<file path="src/design/dhi_pkg.sv">
// Purpose: Shared constants and types for the display host interface link.
// Assumes: Strap codes, opcodes and pixel formats as used by both ends.
// Notes:   Timing counts derive from the 25 MHz aclk rate.
package dhi_pkg;

  // ----------------------------------------------------------------------
  // Interface select strap codes
  // ----------------------------------------------------------------------
  localparam logic [3:0] STRAP_SERIAL   = 4'h5;
  localparam logic [3:0] STRAP_PARALLEL = 4'h2;

  // ----------------------------------------------------------------------
  // Command opcodes and pixel format codes
  // ----------------------------------------------------------------------
  localparam logic [7:0] OP_PIXEL_FORMAT = 8'h3a;
  localparam logic [7:0] OP_MEM_WRITE    = 8'h2c;
  localparam logic [7:0] OP_SLEEP_EXIT   = 8'h11;
  localparam logic [2:0] FMT_RGB16       = 3'h5;
  localparam logic [2:0] FMT_RGB18       = 3'h6;
  localparam logic [2:0] FMT_RESET       = 3'h6;
  localparam int         FMT_LSB         = 4;

  // ----------------------------------------------------------------------
  // Geometry and widths
  // ----------------------------------------------------------------------
  localparam int PIX_W  = 18;
  localparam int ADDR_W = 10;
  localparam int MEM_WORDS = 1024;

  // ----------------------------------------------------------------------
  // Timing
  // ----------------------------------------------------------------------
  localparam int CLK_MHZ         = 25;
  localparam int CMD_WAIT_MS     = 5;
  localparam int SLEEP_WAIT_MS   = 120;
  localparam int CMD_WAIT_CYC    = CMD_WAIT_MS * 1000 * CLK_MHZ;
  localparam int SLEEP_WAIT_CYC  = SLEEP_WAIT_MS * 1000 * CLK_MHZ;
  localparam int SCL_DIV         = 2;

  // ----------------------------------------------------------------------
  // Register map of the host controller (AXI4-Lite byte offsets)
  // ----------------------------------------------------------------------
  localparam logic [7:0] REG_CMD    = 8'h00;
  localparam logic [7:0] REG_STATUS = 8'h04;
  localparam logic [7:0] REG_CTRL   = 8'h08;
  localparam int CMD_DC_BIT = 8;
  localparam int CMD_GO_BIT = 9;

endpackage

</file>
<file path="src/design/dhi_if.sv">
// Purpose: Carrier for the serial and RGB pins between host and display.
// Assumes: The host makes the serial clock; the display end samples pins.
// Notes:   Serial data is one-way host to display here.
`timescale 1ns/1ns
interface dhi_if;
  logic [3:0]  interface_select_straps;
  logic        chip_select_n;
  logic        serial_clk;
  logic        serial_din;
  logic        cmd_data_line;
  logic        write_strobe_n;
  logic        read_strobe_n;
  logic [15:0] par_data;
  logic        pixel_clock;
  logic        frame_sync;
  logic        line_sync;
  logic        data_enable;
  logic [17:0] pixel_data_bus;

  modport host (output interface_select_straps, chip_select_n, serial_clk, serial_din,
                cmd_data_line, write_strobe_n, read_strobe_n, par_data, pixel_clock,
                frame_sync, line_sync, data_enable, pixel_data_bus);
  modport dev  (input interface_select_straps, chip_select_n, serial_clk, serial_din,
                cmd_data_line, write_strobe_n, read_strobe_n, par_data, pixel_clock,
                frame_sync, line_sync, data_enable, pixel_data_bus);
endinterface

</file>
<file path="src/design/dhi_host.sv">
// Purpose: Host end: sends serial packets and drives the RGB pins.
// Assumes: AXI4-Lite orders; the serial clock is divided from aclk.
// Notes:   One packet at a time; RGB pins are fed from user ports.
//
// The placing of the registers and the AXI4-Lite interface to the registers are this design's own decisions.
`timescale 1ns/1ns
module dhi_host #(
  parameter int CMD_WAIT   = dhi_pkg::CMD_WAIT_CYC,
  parameter int SLEEP_WAIT = dhi_pkg::SLEEP_WAIT_CYC
) (
  input  wire logic        aclk,
  input  wire logic        aresetn,
  dhi_if.host              pins,
  input  wire logic [7:0]  s_awaddr,
  input  wire logic        s_awvalid,
  output logic             s_awready,
  input  wire logic [31:0] s_wdata,
  input  wire logic [3:0]  s_wstrb,
  input  wire logic        s_wvalid,
  output logic             s_wready,
  output logic [1:0]       s_bresp,
  output logic             s_bvalid,
  input  wire logic        s_bready,
  input  wire logic [7:0]  s_araddr,
  input  wire logic        s_arvalid,
  output logic             s_arready,
  output logic [31:0]      s_rdata,
  output logic [1:0]       s_rresp,
  output logic             s_rvalid,
  input  wire logic        s_rready,
  input  wire logic        pixel_clock_in,
  input  wire logic        frame_sync_in,
  input  wire logic        line_sync_in,
  input  wire logic        data_enable_in,
  input  wire logic [17:0] pixel_data_in
);

  typedef enum logic [2:0] {
    ST_IDLE = 3'b001,
    ST_LOW  = 3'b010,
    ST_HIGH = 3'b100
  } ser_state_t;

  // ----------------------------------------------------------------------
  // Reset wait counter: no command until 5 ms, no sleep exit until 120 ms
  // ----------------------------------------------------------------------
  logic [31:0] wait_cnt_r;
  always_ff @(posedge aclk)
  begin
    if (!aresetn)
      wait_cnt_r <= 32'h0000_0000;
    else if (wait_cnt_r < 32'(SLEEP_WAIT))
      wait_cnt_r <= wait_cnt_r + 32'h0000_0001;
  end

  // ----------------------------------------------------------------------
  // AXI4-Lite write side
  // ----------------------------------------------------------------------
  logic        aw_got_r;
  logic        w_got_r;
  logic [7:0]  aw_r;
  logic [31:0] wd_r;
  logic        go_r;
  logic [8:0]  pkt_r;
  logic [3:0]  straps_r;
  logic        busy_r;

  assign s_awready = !aw_got_r && !s_bvalid;
  assign s_wready  = !w_got_r && !s_bvalid;
  assign s_bresp   = 2'b00;

  // Address and data are taken in either order; response follows both.
  always_ff @(posedge aclk)
  begin
    if (!aresetn)
    begin
      aw_got_r <= 1'b0;
      w_got_r  <= 1'b0;
      aw_r     <= 8'h00;
      wd_r     <= 32'h0000_0000;
      s_bvalid <= 1'b0;
      go_r     <= 1'b0;
      pkt_r    <= 9'h000;
      straps_r <= dhi_pkg::STRAP_SERIAL;
    end
    else
    begin
      go_r <= 1'b0;
      if (s_awvalid && s_awready)
      begin
        aw_got_r <= 1'b1;
        aw_r     <= s_awaddr;
      end
      if (s_wvalid && s_wready)
      begin
        w_got_r <= 1'b1;
        wd_r    <= s_wdata;
      end
      if (aw_got_r && w_got_r)
      begin
        aw_got_r <= 1'b0;
        w_got_r  <= 1'b0;
        s_bvalid <= 1'b1;
        if (aw_r == dhi_pkg::REG_CMD && !busy_r)
        begin
          pkt_r <= {wd_r[dhi_pkg::CMD_DC_BIT], wd_r[7:0]};
          go_r  <= wd_r[dhi_pkg::CMD_GO_BIT];
        end
        else if (aw_r == dhi_pkg::REG_CTRL)
          straps_r <= wd_r[3:0];
      end
      if (s_bvalid && s_bready)
        s_bvalid <= 1'b0;
    end
  end

  // ----------------------------------------------------------------------
  // AXI4-Lite read side: status shows busy and the wait windows
  // ----------------------------------------------------------------------
  logic cmd_ok;
  logic sleep_ok;
  assign cmd_ok    = wait_cnt_r >= 32'(CMD_WAIT);
  assign sleep_ok  = wait_cnt_r >= 32'(SLEEP_WAIT);
  assign s_arready = !s_rvalid;
  assign s_rresp   = 2'b00;

  always_ff @(posedge aclk)
  begin
    if (!aresetn)
    begin
      s_rvalid <= 1'b0;
      s_rdata  <= 32'h0000_0000;
    end
    else if (s_arvalid && s_arready)
    begin
      s_rvalid <= 1'b1;
      unique case (s_araddr)
        dhi_pkg::REG_STATUS: s_rdata <= {29'h0, sleep_ok, cmd_ok, busy_r};
        dhi_pkg::REG_CTRL:   s_rdata <= {28'h0, straps_r};
        dhi_pkg::REG_CMD:    s_rdata <= {23'h0, pkt_r};
        default:             s_rdata <= 32'h0000_0000;
      endcase
    end
    else if (s_rvalid && s_rready)
      s_rvalid <= 1'b0;
  end

  // ----------------------------------------------------------------------
  // Serial sender: select bit first, then byte MSB first
  // ----------------------------------------------------------------------
  ser_state_t state_r;
  logic [3:0] bit_r;
  logic       sleep_hold;

  // A sleep-exit opcode before 120 ms, or anything before 5 ms, is held.
  assign sleep_hold = !cmd_ok ||
                      (!pkt_r[8] && pkt_r[7:0] == dhi_pkg::OP_SLEEP_EXIT && !sleep_ok);

  always_ff @(posedge aclk)
  begin
    if (!aresetn)
    begin
      state_r <= ST_IDLE;
      bit_r   <= 4'h0;
      busy_r  <= 1'b0;
    end
    else
    begin
      if (go_r)
        busy_r <= 1'b1;
      unique case (state_r)
        ST_IDLE:
          if (busy_r && !sleep_hold)
          begin
            state_r <= ST_LOW;
            bit_r   <= 4'h0;
          end
        ST_LOW:
          state_r <= ST_HIGH;
        ST_HIGH:
          if (bit_r == 4'h8)
          begin
            state_r <= ST_IDLE;
            busy_r  <= 1'b0;
          end
          else
          begin
            state_r <= ST_LOW;
            bit_r   <= bit_r + 4'h1;
          end
      endcase
    end
  end

  // Pins: straps, serial clock divided from aclk, select bit leads.
  assign pins.interface_select_straps = straps_r;
  assign pins.chip_select_n  = (state_r == ST_IDLE);
  assign pins.serial_clk     = (state_r == ST_HIGH);
  assign pins.serial_din     = pkt_r[4'h8 - bit_r];
  assign pins.cmd_data_line  = pkt_r[8];
  assign pins.write_strobe_n = 1'b1;
  assign pins.read_strobe_n  = 1'b1;
  assign pins.par_data       = 16'h0000;
  // RGB pins pass straight from the pixel source; the host owns timing.
  assign pins.pixel_clock    = pixel_clock_in;
  assign pins.frame_sync     = frame_sync_in;
  assign pins.line_sync      = line_sync_in;
  assign pins.data_enable    = data_enable_in;
  assign pins.pixel_data_bus = pixel_data_in;

endmodule

</file>
<file path="src/flat_wrapper.sv">
// flat-port wrapper written by rule: the top's interface ports become plain ports
module dhi_host_flat 
#(
  parameter int CMD_WAIT   = dhi_pkg::CMD_WAIT_CYC,
  parameter int SLEEP_WAIT = dhi_pkg::SLEEP_WAIT_CYC
)
  (aclk, aresetn, s_awaddr, s_awvalid, s_awready, s_wdata, s_wstrb, s_wvalid, s_wready, s_bresp, s_bvalid, s_bready, s_araddr, s_arvalid, s_arready, s_rdata, s_rresp, s_rvalid, s_rready, pixel_clock_in, frame_sync_in, line_sync_in, data_enable_in, pixel_data_in, pins_interface_select_straps, pins_chip_select_n, pins_serial_clk, pins_serial_din, pins_cmd_data_line, pins_write_strobe_n, pins_read_strobe_n, pins_par_data, pins_pixel_clock, pins_frame_sync, pins_line_sync, pins_data_enable, pins_pixel_data_bus);
  dhi_if pins_i ();
  input  wire logic aclk;
  input  wire logic aresetn;
  input  wire logic [7:0] s_awaddr;
  input  wire logic s_awvalid;
  output logic s_awready;
  input  wire logic [31:0] s_wdata;
  input  wire logic [3:0] s_wstrb;
  input  wire logic s_wvalid;
  output logic s_wready;
  output logic [1:0] s_bresp;
  output logic s_bvalid;
  input  wire logic s_bready;
  input  wire logic [7:0] s_araddr;
  input  wire logic s_arvalid;
  output logic s_arready;
  output logic [31:0] s_rdata;
  output logic [1:0] s_rresp;
  output logic s_rvalid;
  input  wire logic s_rready;
  input  wire logic pixel_clock_in;
  input  wire logic frame_sync_in;
  input  wire logic line_sync_in;
  input  wire logic data_enable_in;
  input  wire logic [17:0] pixel_data_in;
  output wire logic [$bits(pins_i.interface_select_straps)-1:0] pins_interface_select_straps;
  output wire logic [$bits(pins_i.chip_select_n)-1:0] pins_chip_select_n;
  output wire logic [$bits(pins_i.serial_clk)-1:0] pins_serial_clk;
  output wire logic [$bits(pins_i.serial_din)-1:0] pins_serial_din;
  output wire logic [$bits(pins_i.cmd_data_line)-1:0] pins_cmd_data_line;
  output wire logic [$bits(pins_i.write_strobe_n)-1:0] pins_write_strobe_n;
  output wire logic [$bits(pins_i.read_strobe_n)-1:0] pins_read_strobe_n;
  output wire logic [$bits(pins_i.par_data)-1:0] pins_par_data;
  output wire logic [$bits(pins_i.pixel_clock)-1:0] pins_pixel_clock;
  output wire logic [$bits(pins_i.frame_sync)-1:0] pins_frame_sync;
  output wire logic [$bits(pins_i.line_sync)-1:0] pins_line_sync;
  output wire logic [$bits(pins_i.data_enable)-1:0] pins_data_enable;
  output wire logic [$bits(pins_i.pixel_data_bus)-1:0] pins_pixel_data_bus;
  assign pins_interface_select_straps = pins_i.interface_select_straps;
  assign pins_chip_select_n = pins_i.chip_select_n;
  assign pins_serial_clk = pins_i.serial_clk;
  assign pins_serial_din = pins_i.serial_din;
  assign pins_cmd_data_line = pins_i.cmd_data_line;
  assign pins_write_strobe_n = pins_i.write_strobe_n;
  assign pins_read_strobe_n = pins_i.read_strobe_n;
  assign pins_par_data = pins_i.par_data;
  assign pins_pixel_clock = pins_i.pixel_clock;
  assign pins_frame_sync = pins_i.frame_sync;
  assign pins_line_sync = pins_i.line_sync;
  assign pins_data_enable = pins_i.data_enable;
  assign pins_pixel_data_bus = pins_i.pixel_data_bus;
  dhi_host #(.CMD_WAIT(CMD_WAIT), .SLEEP_WAIT(SLEEP_WAIT)) u_core (.aclk(aclk), .aresetn(aresetn), .pins(pins_i), .s_awaddr(s_awaddr), .s_awvalid(s_awvalid), .s_awready(s_awready), .s_wdata(s_wdata), .s_wstrb(s_wstrb), .s_wvalid(s_wvalid), .s_wready(s_wready), .s_bresp(s_bresp), .s_bvalid(s_bvalid), .s_bready(s_bready), .s_araddr(s_araddr), .s_arvalid(s_arvalid), .s_arready(s_arready), .s_rdata(s_rdata), .s_rresp(s_rresp), .s_rvalid(s_rvalid), .s_rready(s_rready), .pixel_clock_in(pixel_clock_in), .frame_sync_in(frame_sync_in), .line_sync_in(line_sync_in), .data_enable_in(data_enable_in), .pixel_data_in(pixel_data_in));
endmodule
</file>
<file path="config.mk">
export PLATFORM = sky130hd
export DESIGN_NAME = dhi_host_flat
export DESIGN_NICKNAME = d
export VERILOG_FILES = /design/src/design/dhi_pkg.sv /design/src/design/dhi_if.sv /design/src/design/dhi_host.sv /design/src/flat_wrapper.sv
export SDC_FILE = /design/constraint.sdc
export NUM_CORES = 1
export LEC_CHECK = 0
export BUFFER_PORTS_ARGS = -buffer_cell sky130_fd_sc_hd__buf_2
export CAP_MARGIN = 10
export CORE_UTILIZATION = 44
export CTS_BUF_LIST = sky130_fd_sc_hd__clkbuf_16
export DETAILED_ROUTE_END_ITERATION = 10
export GPL_TIMING_DRIVEN = 0
export PLACE_DENSITY_LB_ADDON = 0.15
export SLEW_MARGIN = 30
export SYNTH_ARGS = -nofsm -noshare
export SYNTH_HDL_FRONTEND = slang
export SYNTH_SLANG_ARGS = --single-unit
</file>
<file path="constraint.sdc">
create_clock -name aclk -period 1.85 [get_ports aclk]
set_clock_uncertainty 0.15 [all_clocks]
set_input_delay 0.37 -clock aclk [delete_from_list [all_inputs] [get_ports aclk]]
set_output_delay 0.37 -clock aclk [all_outputs]
set_load 0.02 [all_outputs]
</file>
# == Yosys cells after proc, flatten, opt, wreduce, memory -nomap -nowiden ==
# Cells that the tools add are included.
# word_totals
output_inout_bits,89
inputBits,81
reg_bits,108
wordCells,79
# op_classes
n_eq_ne,10
addsub,3
bitwise_logic,2
order_cmp,4
n_mux,14
n_reduce_logical,32
# ops
operator,count
32-bit by 1-bit adder with 32-bit output (second input constant),1
32-bit by 17-bit greater-or-equal comparator with 1-bit output (second input constant),1
32-bit by 22-bit greater-or-equal comparator with 1-bit output (second input constant),1
32-bit by 22-bit < comparator with 1-bit output (second input constant),1
9-bit one-hot mux with 3 select lines,1
8-bit by 4-bit equality test with 1-bit output (second input constant),2
8-bit zero test,2
1-bit logical AND,12
1-bit zero test,9
3-bit one-hot mux with 3 select lines,1
3-bit AND reduction,3
8-bit by 3-bit equality test with 1-bit output (second input constant),1
8-bit by 5-bit equality test with 1-bit output (second input constant),1
4-bit 2-to-1 mux,2
4-bit one-hot mux with 2 select lines,1
1-bit 2-to-1 mux,6
4-bit by 5-bit < comparator with 1-bit output (second input constant),1
4-bit by 1-bit adder with 4-bit output (second input constant),1
1-bit binary-select mux with 4-bit select,1
4-bit equality test (second input constant),1
2-bit nonzero test,2
2-bit OR reduction,2
4-bit subtractor (first input constant),1
3-bit by 1-bit equality test with 1-bit output (second input constant),1
other kinds (9),10

# == Logic depth before layout (Yosys ltp) ==
# depth
word_depth,8
mapped_depth,8

# == Worst setup path before layout ==
# OpenSTA, ideal clock, no wires.
# synth_path
kind,flip-flop to output port
startpoint,reg u_core.bit_r[0]
endpoint,out pins_serial_din
path_stages_with_launch,7
required_ns,1.330
n_path_buf,1
path_slack_ns,-0.500
arrival_ns,1.830
path_cell_list,dfxtp_1 > clkbuf_1 > inv_1 > ha_1 > nor4b_1 > a21oi_1 > o21ai_0
# synth_between
elab_chain_len,3
# synth_lines
item,line,text
start: declaration,dhi_host.sv:152,logic [3:0] bit_r;
start signal: assignment,dhi_host.sv:189,bit_r <= bit_r + 4'h1;
4-bit subtractor,dhi_host.sv:199,assign pins.serial_din = pkt_r[4'h8 - bit_r];
1-bit binary-select mux with 4-bit select,dhi_host.sv:199,
1-bit 2-to-1 mux (implied by the code),dhi_host.sv:199,
end: declaration,flat_wrapper.sv:36,output wire logic [$bits(pins_i.serial_din)-1:0] pins_serial_din;
# No other way between the ends. The select of a mux whose other input is x is not followed.

# == Worst setup path after layout ==
# layout_path
startpoint,reg u_core.bit_r[1]
endpoint,out pins_serial_din
# Same word-level chain as after synthesis.

==> key figures <==
Timing
  • Fmax: 441 MHz
  • Final setup slack of the worst path: -417 ps
  • Relative max-transition margin: 62.9%
  • WHS: 128 ps
  • Max-slew violations: 0
  • Unrepaired setup endpoints after global routing: yes
  • Slew at the pin closest to its max-slew limit: 556 ps
  • Number of hold-slack violations in the final timing report: 0
  • Final Setup Violations: 26
  • Shortest clock period the worst path allows after layout: 2270 ps
  • Share of the clock period used by the worst path after layout: 123%

CTS
  • CTS sink count: 85
  • Clock Tree Buf Depth: 2
  • CTS buffer count: 9
  • CTS tree: yes
  • Insertion delay to the later sink of the worst-skew pair: 340 ps
  • Number of hold buffers added after CTS: 0
  • CTS HTree Levels: 3
  • Root buffer selected by CTS: clkbuf_16
  • Register clock-pin slew on the reported worst setup and hold paths: 60 ps

Worst setup path
  • Worst EP arrival: 1750 ps
  • Maximum fanout count along the critical path: 5
  • Kind of start point of the critical path: flip-flop
  • Worst endpoint required time: 1330 ps
  • Cells on worst reg2reg path: 6
  • Setup slack of the worst register-to-register path: -140 ps
  • Critical path type: flip-flop to output pin
  • Worst setup path startpoint: u_core.bit_r[1]
  • Type of element capturing the critical path: output pin
  • Reg-to-Reg End: u_core.wait_cnt_r[10]
  • Crit Reg-Reg Startpoint: u_core.wait_cnt_r[31]

Synthesis
  • Count of different cell masters after synthesis: 52
  • Mean instance size in the synthesized netlist: 9.07 µm²
  • Ys async rst share: 0%
  • Number of enable-type register cells in the synthesized netlist: 0
  • Post-synthesis sequential area ratio: 38.8%
  • Top FF cell, synth: dfxtp_1
  • Number of instances in the synthesized netlist: 483
  • Post-synthesis register bit count: 85
  • Cell Area, Synth: 4380 µm²
  • YS warnings: 0

Floorplanning
  • Number of core rows: 36
  • Initial Utilization: 45.0%
  • Core box area: 9730 µm²
  • Horiz. Die Dim: 102 µm
  • Vert. Die Dim: 102 µm
  • Floorplan die area: 10,400 µm²
  • Number of placed I/O pins: 170

Run
  • Number of violations of the max-capacitance limit: 0

Final layout
  • Total number of nets in the final design: 714
  • Antenna diode instance count: 0
  • Fraction of final layout cells with drive strength greater than 1: 39.3%
  • Synthesis-to-layout area growth: 33.4%
  • Layout filler cell count: 878

Power and ir drop
  • Pwr/cell area: 689 nW/µm²
  • Switching share of total power: 26.0%
  • Switching power total: 1.05 mW
  • Maximum vdd drop: 0.523 mV
  • Static leakage power: 2.73 nW
  • Sequential cell fraction of total power: 47.1%
  • Part of the power in the clock network: 40.6%
  • Share of power burned in combinational logic: 12.2%
  • Power Internal: 2.98 mW

Route
  • Initial DRC Count: 143
  • Antenna viol nets, final: 0
  • First-pass detailed-route iteration total: 4
  • Routed metal-1 wirelength: 4.42 mm
  • Total met2 wirelength after detailed routing: 4.35 mm
  • DR vias: 3,640
  • Average via count per standard cell: 4.75
  • DRC Markers: 0
  • Max Used Layer: met4
  • Routed WL per cell: 12.5 µm
  • Metal3 WL: 677 µm
  • Total routed wirelength: 9.60 mm

Global routing
  • Global-route wire length before repair: 15.0 mm
  • Via count of the first global-routing pass: 3,233
  • Global route overflow: 0
  • Maximum number of pins on one net before global-route repair: 15
  • Initial antenna violation count: 0
  • Overall routing resource usage: 18.9%

Worst hold path
  • Hold worst-path end: u_core.aw_r[5]
  • Type of the worst min-delay path: input port to flip-flop
  • Beginning of the worst hold path: s_awaddr[5]
  • Hold path depth: 3

Placed design
  • Setup slack at placement: -344 ps
  • RD Place Congestion: 0.817
  • Count of buffers inserted at the top-level ports: 75
  • Post-DP HPWL: 6.84 mm

Status
  • Violations in the final reports: negative setup slack
  • Outcome: finished with violations
## cells by family (layout without fill, tap and decap cells)
| logic type | count (synthesis) | after routing | share of synthesized area, % |
|---|---|---|---|
| adders and majority gates | 4 | 4 | 1.14 |
| other | 2 | 45 | 0.171 |
| AOI/OAI and AO/OA | 57 | 57 | 10.6 |
| buffers and inverters | 98 | 206 | 14.3 |
| muxes | 38 | 38 | 9.36 |
| and+or+nand+nor | 193 | 193 | 24.4 |
| xor gates and xnor gates | 6 | 6 | 1.20 |
| DFF | 85 | 85 | 38.8 |
## power by group through the flow
stage	Sequential (mW)	Combinational, mW	Clock, mW
after floorplan	1.94	0.372	0
after global placement	1.94	0.476	0
after detailed placement	1.94	0.482	0
after CTS	1.90	0.486	1.67
after global routing	1.90	0.541	1.73
final	1.90	0.492	1.64
## layer usage
| metal | GRT usage, % | up-vias |
|---|---|---|
| li1 | - | 1831 |
| met1 | 23.4 | 1662 |
| met2 | 31.2 | 134 |
| met3 | 5.38 | 13 |
| met4 | 6.69 | 0 |
| met5 | 0 | - |
## final cells by class
class                      count  area, µm²  area share (%)
buffer                        83        574            9.82
clock buffer                   9        225            3.85
clock inverter                 7       40.0           0.685
inverter                      12       50.0           0.856
multi-input combinational    343       2490            42.5
sequential                    85       1730            29.6
tap                          133        166            2.85
timing repair buffer          95        574            9.82
## through the flow
step           util (%)  std cells  cell area, µm²  setup TNS [ps]  total power [mW]
2_1_floorplan         -        526            4570            -682              2.31
3_3_place_gp       52.5        734            5110          -10030              2.42
3_5_place_dp       52.6        734            5110           -9310              2.42
4_1_cts            58.3        765            5680           -1360              4.06
5_1_grt            60.1        767            5850           -4090              4.18
6_report           60.1        767            5850           -1970              4.03
## flip-flops by register name, indices dropped and copies added (netlist names)
register / count
u_core.wd_r: 10
u_core.aw_r: 8
u_core.state_r: 3
u_core.s_rdata: 9
u_core.s_bvalid: 1
u_core.pins.interface_select_straps: 4
u_core.wait_cnt_r: 32
u_core.w_got_r: 1
u_core.aw_got_r: 1
u_core.pkt_r: 9
u_core.go_r: 1
u_core.s_rvalid: 1
u_core.bit_r: 4
u_core.busy_r: 1
## cells in the final DEF, fill, tap and decap left out, types with 3 or more instances in the layout
cell       count
a211oi_4       3
a21boi_0      20
a22oi_1        7
and2_1        18
and3_1         3
buf_2         72
buf_4         79
buf_6         12
clkbuf_1      14
clkbuf_16      9
clkinv_1       4
conb_1        45
dfxtp_1       68
dfxtp_2       14
dfxtp_4        3
ha_1           3
inv_1          9
mux2_2         4
mux2i_1       32
nand2_1       69
nand2b_1      20
nand3_1        9
nand3_2        6
nand4_1       10
nor2_1         4
nor2b_1       19
nor3_1         3
nor4_4         4
o22ai_1        3
xor2_1         3
## repair_timing
item                       4_1_cts  5_1_grt
pin swaps                       17       15
resized for setup               49       38
setup buffers                   16        4
setup endpoints to repair       42       42
## critical path, cell delays in order, from the launching register on
cell and delay, ps:
dfxtp_4 370, inv_1 70, ha_4 290, mux4_2 310, a21oi_2 140, o21ai_2 80
buf_6 140
## cell usage after synthesis, types with 2 or more instances
library cell / number / share of area (%)
xnor2_1: 3 / 0.60
xor2_1: 3 / 0.60
nor4_1: 4 / 0.57
a21boi_0: 20 / 3.4
nand3_1: 16 / 1.8
mux2_2: 4 / 1.0
nor2_1: 5 / 0.43
clkbuf_1: 17 / 1.5
a21oi_1: 4 / 0.46
a21boi_1: 2 / 0.34
and3_1: 3 / 0.43
a22oi_1: 8 / 1.4
a2111oi_0: 2 / 0.40
mux4_2: 2 / 1.0
ha_1: 4 / 1.1
o21ai_0: 2 / 0.23
and4_1: 3 / 0.60
o211a_1: 2 / 0.46
nor2b_1: 19 / 2.7
conb_1: 2 / 0.17
o22ai_1: 3 / 0.43
inv_1: 12 / 1.0
nand2_1: 73 / 6.3
or3_1: 2 / 0.29
and2_1: 18 / 2.6
nor4_4: 3 / 1.5
a211oi_4: 2 / 0.91
o31ai_1: 3 / 0.51
mux2i_1: 32 / 7.3
nor3_1: 6 / 0.69
nand2b_1: 21 / 3.0
dfxtp_1: 85 / 39
nand3b_1: 2 / 0.34
buf_4: 67 / 11
nand4_1: 10 / 1.4
a211oi_1: 3 / 0.51
## how the worst max path moves through the flow
stage                   endpoint  slack, ps  cells after the start
3_5_place_dp   u_core.s_rdata[1]       -340                      6
3_3_place_gp     u_core.bit_r[0]       -540                      5
4_1_cts          pins_serial_din       -510                      7
5_1_grt          pins_serial_din       -490                      6
6_report         pins_serial_din       -420                      6
2_1_floorplan  u_core.s_rdata[1]       -100                      5
Power figures use the tool's default switching activity.
